--- src/opaddr_pkg.sv ---
// Operation
// - multiply reads accumulator byte, writes the 16-bit product to the accumulator pair
// - word divide takes dividend from accumulator pair, returns quotient there
// - decimal adjust and nibble rotate implicitly use the accumulator byte
// - byte register picked by 3-bit code inside bank chosen by both bank flags
// - byte codes 0-7 and pair codes 0-3 map in fixed order within bank
// - direct address is low immediate byte then high immediate byte
// - short direct 8-bit immediate reaches only the 256-byte window fe20-ff1f
// - short window: fast RAM fe20-feff, special registers ff00-ff1f
// - short direct address bit 8 clear for 20-ff, set for 00-1f
// - word short direct operands must sit at even addresses
// - special register addressing reaches ff00-ffcf and ffe0-ffff, not the gap
// - lowest 32 special registers also reachable through short direct addressing
// - word special register operands only for word-capable registers at even addresses
// - register indirect uses pointer pair or base pair of the selected bank
// - based adds zero-extended 8-bit immediate to base pair, carry dropped
// - based indexed adds zero-extended byte index to base pair, carry dropped
// - stack address comes from stack pointer for push, pop, call, return, interrupt
// - stack accesses confined to internal fast RAM area
// - opcode 85 loads accumulator through pointer pair indirectly
// - opcode ae loads accumulator based, followed by one offset byte
package opaddr_pkg;

    localparam int unsigned NUM_BANKS = 4;
    localparam int unsigned REGS_PER_BANK = 8;
    localparam int unsigned REG_COUNT = NUM_BANKS * REGS_PER_BANK;

    // byte register codes, fixed order within a bank
    localparam logic [2:0] REG_X = 3'h0;
    localparam logic [2:0] REG_A = 3'h1;
    localparam logic [2:0] REG_C = 3'h2;
    localparam logic [2:0] REG_B = 3'h3;
    localparam logic [2:0] REG_E = 3'h4;
    localparam logic [2:0] REG_D = 3'h5;
    localparam logic [2:0] REG_L = 3'h6;
    localparam logic [2:0] REG_H = 3'h7;

    // pair codes; pair n joins byte codes 2n (low) and 2n+1 (high)
    localparam logic [1:0] PAIR_AX = 2'h0;
    localparam logic [1:0] PAIR_BC = 2'h1;
    localparam logic [1:0] PAIR_DE = 2'h2;
    localparam logic [1:0] PAIR_HL = 2'h3;

    localparam logic [6:0] SHORT_PAGE_TOP = 7'h7f;
    localparam logic [7:0] SHORT_SPLIT = 8'h20;
    localparam logic [15:0] SHORT_LO = 16'hfe20;
    localparam logic [15:0] SHORT_HI = 16'hff1f;
    localparam logic [15:0] SHORT_RAM_HI = 16'hfeff;
    localparam logic [15:0] SHORT_SFR_LO = 16'hff00;

    localparam logic [7:0] SFR_PAGE = 8'hff;
    localparam logic [7:0] SFR_GAP_LO = 8'hd0;
    localparam logic [7:0] SFR_GAP_HI = 8'hdf;
    localparam int unsigned SFR_WORD_COUNT = 10;
    localparam logic [SFR_WORD_COUNT-1:0][7:0] SFR_WORD_OFFS = {
        8'h68, 8'h6a, 8'h6c, 8'h6e, 8'he0, 8'he2, 8'he4, 8'he6, 8'he8, 8'hea
    };

    localparam logic [15:0] FAST_RAM_LO = 16'hfb00;
    localparam logic [15:0] FAST_RAM_HI = 16'hfeff;

    localparam logic [7:0] OPC_LOAD_A_IND_PTR = 8'h85;
    localparam logic [7:0] OPC_LOAD_A_BASED = 8'hae;
    localparam logic [7:0] OPC_LOAD_A_BASED_B = 8'hab;
    localparam logic [7:0] OPC_LOAD_A_DIRECT = 8'h8e;

    localparam logic [1:0] STK_DEC_BYTE = 2'h1;
    localparam logic [1:0] STK_DEC_WORD = 2'h2;
    localparam logic [1:0] STK_DEC_INT = 2'h3;

    typedef enum logic [3:0] {
        mode_none,
        mode_implied,
        mode_reg_byte,
        mode_reg_pair,
        mode_direct,
        mode_short,
        mode_sfr,
        mode_ind_pointer,
        mode_ind_base,
        mode_based,
        mode_based_b,
        mode_based_c,
        mode_stack
    } addr_mode_t;

    typedef enum logic [2:0] {
        unsigned_byte_multiply,
        unsigned_word_divide,
        decimal_adjust_after_add,
        decimal_adjust_after_subtract,
        nibble_rotate_right,
        nibble_rotate_left
    } implied_op_t;

    typedef enum logic [2:0] {
        stk_push_byte,
        stk_push_word,
        stk_pop_byte,
        stk_pop_word,
        stk_call,
        stk_return,
        stk_int_save
    } stack_op_t;

    typedef struct packed {
        logic valid;
        addr_mode_t mode;
        implied_op_t imp_op;
        stack_op_t stk_op;
        logic [7:0] opcode;
        logic [7:0] imm_lo;
        logic [7:0] imm_hi;
        logic [2:0] byte_register_code;
        logic [1:0] pair_register_code;
        logic word;
    } req_t;

    typedef struct packed {
        logic misaligned;
        logic no_word_access;
        logic sfr_gap;
        logic stack_range;
    } fault_t;

    typedef struct packed {
        logic valid;
        logic is_reg;
        logic src_pair;
        logic [4:0] src_index;
        logic has_dst;
        logic dst_pair;
        logic [4:0] dst_index;
        logic [15:0] addr;
        logic is_word;
        logic load_acc;
        fault_t fault;
    } result_t;

endpackage : opaddr_pkg

--- src/operand_address_generator.sv ---
`timescale 1ns/1ps
module operand_address_generator (
    input wire logic clk,
    input wire logic rst_n,
    input wire opaddr_pkg::req_t req,
    input wire logic bank_select_low_flag,
    input wire logic bank_select_high_flag,
    input wire logic [opaddr_pkg::REG_COUNT-1:0][7:0] regs,
    input wire logic [15:0] stack_pointer,
    output opaddr_pkg::result_t result
);

    typedef struct packed {
        opaddr_pkg::result_t res;
    } state_t;

    state_t st_q;
    state_t st_d;

    logic [1:0] bank;
    logic [15:0] base_pair;
    logic [15:0] pointer_pair;
    logic [7:0] based_offset;
    logic [15:0] based_sum;
    opaddr_pkg::addr_mode_t eff_mode;

    // flat register index: bank in the upper bits, byte code below
    function automatic logic [4:0] byte_index(input logic [1:0] b, input logic [2:0] code);
        byte_index = {b, code};
    endfunction : byte_index

    function automatic logic [4:0] pair_index(input logic [1:0] b, input logic [1:0] code);
        pair_index = {b, code, 1'b0};
    endfunction : pair_index

    function automatic logic [15:0] pair_value(
        input logic [opaddr_pkg::REG_COUNT-1:0][7:0] rf,
        input logic [1:0] b,
        input logic [1:0] code
    );
        logic [4:0] lo;
        lo = pair_index(b, code);
        pair_value = {rf[lo | 5'h01], rf[lo]};
    endfunction : pair_value

    // opcodes whose addressing is fixed override the decoder's mode field
    function automatic opaddr_pkg::addr_mode_t opcode_mode(
        input logic [7:0] opc,
        input opaddr_pkg::addr_mode_t fallback
    );
        case (opc)
            opaddr_pkg::OPC_LOAD_A_IND_PTR: opcode_mode = opaddr_pkg::mode_ind_pointer;
            opaddr_pkg::OPC_LOAD_A_BASED: opcode_mode = opaddr_pkg::mode_based;
            opaddr_pkg::OPC_LOAD_A_BASED_B: opcode_mode = opaddr_pkg::mode_based_b;
            opaddr_pkg::OPC_LOAD_A_DIRECT: opcode_mode = opaddr_pkg::mode_direct;
            default: opcode_mode = fallback;
        endcase
    endfunction : opcode_mode

    function automatic logic opcode_loads_acc(input logic [7:0] opc);
        opcode_loads_acc = (opc == opaddr_pkg::OPC_LOAD_A_IND_PTR)
            || (opc == opaddr_pkg::OPC_LOAD_A_BASED)
            || (opc == opaddr_pkg::OPC_LOAD_A_BASED_B)
            || (opc == opaddr_pkg::OPC_LOAD_A_DIRECT);
    endfunction : opcode_loads_acc

    function automatic logic sfr_word_capable(input logic [7:0] offs);
        logic hit;
        hit = 1'b0;
        for (int i = 0; i < opaddr_pkg::SFR_WORD_COUNT; i++) begin
            if (opaddr_pkg::SFR_WORD_OFFS[i] == offs) begin
                hit = 1'b1;
            end
        end
        sfr_word_capable = hit;
    endfunction : sfr_word_capable

    function automatic logic in_fast_ram(input logic [15:0] a);
        in_fast_ram = (a >= opaddr_pkg::FAST_RAM_LO) && (a <= opaddr_pkg::FAST_RAM_HI);
    endfunction : in_fast_ram

    assign bank = {bank_select_high_flag, bank_select_low_flag};
    assign base_pair = pair_value(regs, bank, opaddr_pkg::PAIR_HL);
    assign pointer_pair = pair_value(regs, bank, opaddr_pkg::PAIR_DE);
    assign eff_mode = opcode_mode(req.opcode, req.mode);

    // one adder serves immediate offset and both index registers
    always_comb begin
        case (eff_mode)
            opaddr_pkg::mode_based_b: based_offset = regs[byte_index(bank, opaddr_pkg::REG_B)];
            opaddr_pkg::mode_based_c: based_offset = regs[byte_index(bank, opaddr_pkg::REG_C)];
            default: based_offset = req.imm_lo;
        endcase
    end

    zero_ext_adder #(
        .BASE_W(16),
        .OFFS_W(8)
    ) u_based_adder (
        .base(base_pair),
        .offset(based_offset),
        .sum(based_sum)
    );

    always_comb begin
        logic [15:0] stk_addr;
        logic [1:0] stk_dec;
        logic [15:0] short_addr;
        st_d = st_q;
        stk_addr = stack_pointer;
        stk_dec = 2'h0;
        short_addr = 16'h0000;
        st_d.res = '0;
        st_d.res.valid = req.valid;
        st_d.res.is_word = req.word;
        st_d.res.load_acc = opcode_loads_acc(req.opcode);
        if (req.valid) begin
            case (eff_mode)
                opaddr_pkg::mode_implied: begin
                    st_d.res.is_reg = 1'b1;
                    case (req.imp_op)
                        opaddr_pkg::unsigned_byte_multiply: begin
                            st_d.res.src_index = byte_index(bank, opaddr_pkg::REG_A);
                            st_d.res.has_dst = 1'b1;
                            st_d.res.dst_pair = 1'b1;
                            st_d.res.dst_index = pair_index(bank, opaddr_pkg::PAIR_AX);
                            st_d.res.is_word = 1'b1;
                        end
                        opaddr_pkg::unsigned_word_divide: begin
                            st_d.res.src_pair = 1'b1;
                            st_d.res.src_index = pair_index(bank, opaddr_pkg::PAIR_AX);
                            st_d.res.has_dst = 1'b1;
                            st_d.res.dst_pair = 1'b1;
                            st_d.res.dst_index = pair_index(bank, opaddr_pkg::PAIR_AX);
                            st_d.res.is_word = 1'b1;
                        end
                        default: begin
                            // adjust and nibble rotate correct the accumulator in place
                            st_d.res.src_index = byte_index(bank, opaddr_pkg::REG_A);
                            st_d.res.has_dst = 1'b1;
                            st_d.res.dst_index = byte_index(bank, opaddr_pkg::REG_A);
                            st_d.res.is_word = 1'b0;
                        end
                    endcase
                end
                opaddr_pkg::mode_reg_byte: begin
                    st_d.res.is_reg = 1'b1;
                    st_d.res.src_index = byte_index(bank, req.byte_register_code);
                    st_d.res.is_word = 1'b0;
                end
                opaddr_pkg::mode_reg_pair: begin
                    st_d.res.is_reg = 1'b1;
                    st_d.res.src_pair = 1'b1;
                    st_d.res.src_index = pair_index(bank, req.pair_register_code);
                    st_d.res.is_word = 1'b1;
                end
                opaddr_pkg::mode_direct: begin
                    st_d.res.addr = {req.imm_hi, req.imm_lo};
                end
                opaddr_pkg::mode_short: begin
                    // low immediates wrap to the special register part above the RAM
                    short_addr = {opaddr_pkg::SHORT_PAGE_TOP,
                                  (req.imm_lo < opaddr_pkg::SHORT_SPLIT),
                                  req.imm_lo};
                    st_d.res.addr = short_addr;
                    st_d.res.fault.misaligned = req.word && short_addr[0];
                end
                opaddr_pkg::mode_sfr: begin
                    st_d.res.addr = {opaddr_pkg::SFR_PAGE, req.imm_lo};
                    st_d.res.fault.sfr_gap = (req.imm_lo >= opaddr_pkg::SFR_GAP_LO)
                        && (req.imm_lo <= opaddr_pkg::SFR_GAP_HI);
                    st_d.res.fault.misaligned = req.word && req.imm_lo[0];
                    st_d.res.fault.no_word_access = req.word
                        && !sfr_word_capable(req.imm_lo);
                end
                opaddr_pkg::mode_ind_pointer: begin
                    st_d.res.addr = pointer_pair;
                end
                opaddr_pkg::mode_ind_base: begin
                    st_d.res.addr = base_pair;
                end
                opaddr_pkg::mode_based,
                opaddr_pkg::mode_based_b,
                opaddr_pkg::mode_based_c: begin
                    st_d.res.addr = based_sum;
                end
                opaddr_pkg::mode_stack: begin
                    // pushes point at the lowest byte written after the pre-decrement
                    case (req.stk_op)
                        opaddr_pkg::stk_push_byte: stk_dec = opaddr_pkg::STK_DEC_BYTE;
                        opaddr_pkg::stk_push_word: stk_dec = opaddr_pkg::STK_DEC_WORD;
                        opaddr_pkg::stk_call: stk_dec = opaddr_pkg::STK_DEC_WORD;
                        opaddr_pkg::stk_int_save: stk_dec = opaddr_pkg::STK_DEC_INT;
                        default: stk_dec = 2'h0;
                    endcase
                    stk_addr = stack_pointer - {14'h0000, stk_dec};
                    st_d.res.addr = stk_addr;
                    st_d.res.is_word = (req.stk_op != opaddr_pkg::stk_push_byte)
                        && (req.stk_op != opaddr_pkg::stk_pop_byte);
                    // a stack outside fast RAM is flagged, not redirected
                    st_d.res.fault.stack_range = !in_fast_ram(stk_addr);
                end
                default: begin
                    st_d.res.valid = 1'b0;
                end
            endcase
        end
    end

    always_ff @(posedge clk) begin
        if (!rst_n) begin
            st_q <= '0;
        end else begin
            st_q <= st_d;
        end
    end

    assign result = st_q.res;

endmodule : operand_address_generator

--- src/zero_ext_adder.sv ---
`timescale 1ns/1ps
module zero_ext_adder #(
    parameter int unsigned BASE_W = 16,
    parameter int unsigned OFFS_W = 8
) (
    input wire logic [BASE_W-1:0] base,
    input wire logic [OFFS_W-1:0] offset,
    output logic [BASE_W-1:0] sum
);
    logic [BASE_W:0] full;

    // the carry out of the top bit lands in full[BASE_W] and is dropped
    always_comb begin
        full = {1'b0, base} + {{(BASE_W + 1 - OFFS_W){1'b0}}, offset};
        sum = full[BASE_W-1:0];
    end
endmodule : zero_ext_adder
--- config.mk ---
export PLATFORM = sky130hd
export DESIGN_NAME = operand_address_generator
export DESIGN_NICKNAME = d
export VERILOG_FILES = /design/src/opaddr_pkg.sv /design/src/operand_address_generator.sv /design/src/zero_ext_adder.sv
export SDC_FILE = /design/constraint.sdc
export NUM_CORES = 1
export LEC_CHECK = 0
export ABC_AREA = 0
export BUFFER_PORTS_ARGS = -buffer_cell sky130_fd_sc_hd__buf_4
export CAP_MARGIN = 30
export CORE_AREA = 4 4 136 138
export DETAILED_ROUTE_END_ITERATION = 12
export DIE_AREA = 0 0 140 142
export GPL_ROUTABILITY_DRIVEN = 1
export PLACE_DENSITY = 0.66
export SLEW_MARGIN = 10
export SYNTH_ARGS = -nofsm -noshare
export SYNTH_HDL_FRONTEND = slang
export SYNTH_HIERARCHICAL = 1
export SYNTH_SLANG_ARGS = --single-unit
--- constraint.sdc ---
create_clock -name clk -period 3.5 [get_ports clk]
set_clock_uncertainty 0.1 [all_clocks]
set_input_delay 0.175 -clock clk [delete_from_list [all_inputs] [get_ports clk]]
set_output_delay 0.175 -clock clk [all_outputs]
set_load 0.05 [all_outputs]
==> impl_metrics.env <==
export IMPL_slowest_stage="or3b_4"
export IMPL_drv_slew=0
export IMPL_synth_ff_type="dfxtp_1"
export IMPL_cp_data_required_time_ns=3.53
export IMPL_port_buffers=287
export IMPL_drc_errors=0
export IMPL_synth_async_sr_flop_share=0
export IMPL_die_h_um=142
export IMPL_core_area_um2=17200
export IMPL_antenna_found_initial=0
export IMPL_synth_edf_count=0
export IMPL_p_sw_frac=0.337
export IMPL_crit_fanout=6
export IMPL_rsz0062_at_grt="false"
export IMPL_synth_distinct_cells=82
export IMPL_critPathBufInv=3
export IMPL_arrival_ns=3.32
export IMPL_powerDensity_nw_per_um2=245
export IMPL_num_vias=5178
export IMPL_cpLargestDelayFamily="compound AO/OA/AOI/OAI gates"
export IMPL_hold_class="primary input to register"
export IMPL_grt_pass1_wl_mm=28.2
export IMPL_worst_path_most_repeated_cell="buf_4"
export IMPL_drt_pass1_iter_count=5
export IMPL_area_growth_synth_to_final_pct=64.5
export IMPL_first_iter_violations=226
export IMPL_dpl_hpwl_mm=16.7
export IMPL_die_area_um2=19900
export IMPL_comb_power_share=0.524
export IMPL_synth_area_top_cells="mux4_2 25%, dfxtp_1 16%, nand2_1 3.9%"
export IMPL_placedCellCount=993
export IMPL_netSwitchingPower_mw=0.596
export IMPL_nFillCells=1756
export IMPL_finalSetupViolations=0
export IMPL_p_leak_nw=3.17
export IMPL_max_stage_delay_ns=0.45
export IMPL_fin_crit_ns=3.29
export IMPL_max_freq_mhz=304
export IMPL_grt_usage=0.180
export IMPL_cts_tree="yes"
export IMPL_outcome="complete, no violations"
export IMPL_cts_sinks=35
export IMPL_post_drt_wl_per_cell_um=19.1
export IMPL_synth_top_area_frac=0.246
export IMPL_num_antenna_cells=0
export IMPL_sequentialPowerShare=0.234
export IMPL_grt_start_max_net_pins=26
export IMPL_clk_pin_slew_ns=0.06
export IMPL_ios=354
export IMPL_final_cells=1003
export IMPL_pwr_share_clk=0.242
export IMPL_p_total_mw=1.77
export IMPL_cts_max_path_buffers=2
export IMPL_die_w_um=140
export IMPL_path_class="primary input to register"
export IMPL_layout_drive_gt1_share=0.566
export IMPL_p_int_mw=1.17
export IMPL_yosysSeqAreaShare=0.160
export IMPL_drt_total_wl_mm=19.2
export IMPL_htree_levels=2
export IMPL_grt_pass1_vias=5322
export IMPL_drt_vias_per_instance=5.16
export IMPL_grt_overflow=0
export IMPL_initial_utilization=0.256
export IMPL_crit_path_cell_trace="buf_4, or3b_4, a21oi_4, o311ai_4, nand2_2, buf_4, mux2i_1, o21ai_0, ha_1, a21o_1, a21oi_2, a21oi_2, buf_4, o2111ai_1, xnor2_1, a31oi_1, a31oi_1"
export IMPL_yosysTopAreaCell="mux4_2"
export IMPL_drv_cap=0
export IMPL_num_nets_final=1106
export IMPL_synth_seq_cells=35
export IMPL_crit_path_start_kind="primary input"
export IMPL_largest_reg_flops=35
export IMPL_syn_avg_cell_area_um2=9.53
export IMPL_drtAntennaViolNets=0
export IMPL_place_congestion=0.874
export IMPL_numCtsBuffers=5
export IMPL_rows=48
export IMPL_slew_headroom=0.436
export IMPL_syn_cell_area_um2=4390
export IMPL_vdd_drop_max_mv=0.185
export IMPL_cp_end_kind="register"
export IMPL_post_route_period_util=0.940
export IMPL_syn_inst=461
export IMPL_finalHoldViolations=0
export IMPL_tightest_slew_ns=0.846
export IMPL_post_cts_setup_buffers=0
export IMPL_cts_root_buf="clkbuf_16"
export IMPL_ys_warn_count=6
-- layer usage --
metal | track usage | vias up | part of all wire
li1 | - | 2454 | -
met1 | 0.225 | 2478 | 0.40
met2 | 0.319 | 223 | 0.51
met3 | 0.0309 | 23 | 0.065
met4 | 0.0546 | 0 | 0.028
met5 | 0 | - | 0
-- layout make-up --
| cell class | count | area, um^2 | area share |
|---|---|---|---|
| clock inverter | 1 | 5.00 | 0.000693 |
| inverter | 9 | 33.8 | 0.00468 |
| multi-input combinational | 385 | 3510 | 0.485 |
| tap | 225 | 282 | 0.0390 |
| sequential | 35 | 701 | 0.0970 |
| timing repair buffer | 341 | 2560 | 0.355 |
| clock buffer | 7 | 133 | 0.0184 |
-- metrics by stage --
step / setup TNS, ns / cell area (um^2) / util / hold slack [ns] / setup WS, ns
after floorplan: 0 / 4410 / - / 0.152 / 0.00391
after global placement: -0.862 / 7040 / 0.410 / 0.251 / -0.170
after detailed placement: -1.35 / 7040 / 0.410 / 0.259 / -0.226
after CTS: 0 / 7200 / 0.419 / 0.0309 / 0.0525
after global routing: 0 / 7230 / 0.421 / 0.0513 / 0.00808
final: 0 / 7230 / 0.421 / 0.0332 / 0.208
-- path summary, 6_finish.rpt --
kind,from,endpoint,slack (ns),depth (start not counted)
worst max-delay path,req[26],result[19],0.21,17
worst min-delay path,rst_n,result[4],0.03,2
-- synthesized netlist by cell type, drive strengths merged, types with 3 or more instances --
cell	count
a211o	3
a21o	4
a21oi	19
a222oi	5
a31oi	19
a32oi	3
and2	8
and3	7
buf	22
clkbuf	11
dfxtp	35
ha	10
inv	9
mux2	9
mux2i	11
mux4	48
nand2	49
nand2b	4
nand3	24
nand4	4
nor2	28
nor3	12
nor3b	3
nor4	4
o2111ai	5
o211ai	7
o21ai	17
o221ai	3
o22ai	8
o31ai	3
or4	4
xnor2	15
xor2	14
-- repair_timing --
item	4_1_cts	5_1_grt
hold endpoints to repair	1	0
endpoints found under the setup margin	0	8
hold buffers	2	0
gates resized for setup	0	7
-- cells in the final DEF (no fill, tap or decap), types with 11 or more instances in the layout --
| master | count |
|---|---|
| buf_4 | 339 |
| mux4_2 | 48 |
| nand2_1 | 44 |
| dfxtp_1 | 35 |
| nor2_1 | 28 |
| nand3_1 | 22 |
| a31oi_1 | 18 |
| xnor2_1 | 15 |
| o21ai_0 | 15 |
| xor2_1 | 14 |
| a21oi_1 | 14 |
| mux2i_1 | 11 |
-- power groups by stage --
stage / Combinational [mW] / Clock, mW / Sequential (mW)
after detailed placement: 0.918 / 0 / 0.423
after floorplan: 0.457 / 0 / 0.460
after global placement: 0.908 / 0 / 0.423
after CTS: 0.922 / 0.434 / 0.414
after global routing: 0.997 / 0.447 / 0.415
final: 0.926 / 0.428 / 0.415
-- cells by family (layout without fill, tap and decap cells) --
family          count (synthesis)  in the layout  share of synthesized area
simple gates                  158            158                      0.197
flops                          35             35                      0.160
compound gates                116            116                      0.200
other cells                     1              2                   0.000854
fa+ha+maj                      12             12                     0.0376
buf+inv                        42            358                     0.0504
mux                            68             68                      0.297
xor+xnor                       29             29                     0.0578
(Power assumes the default switching activity.)
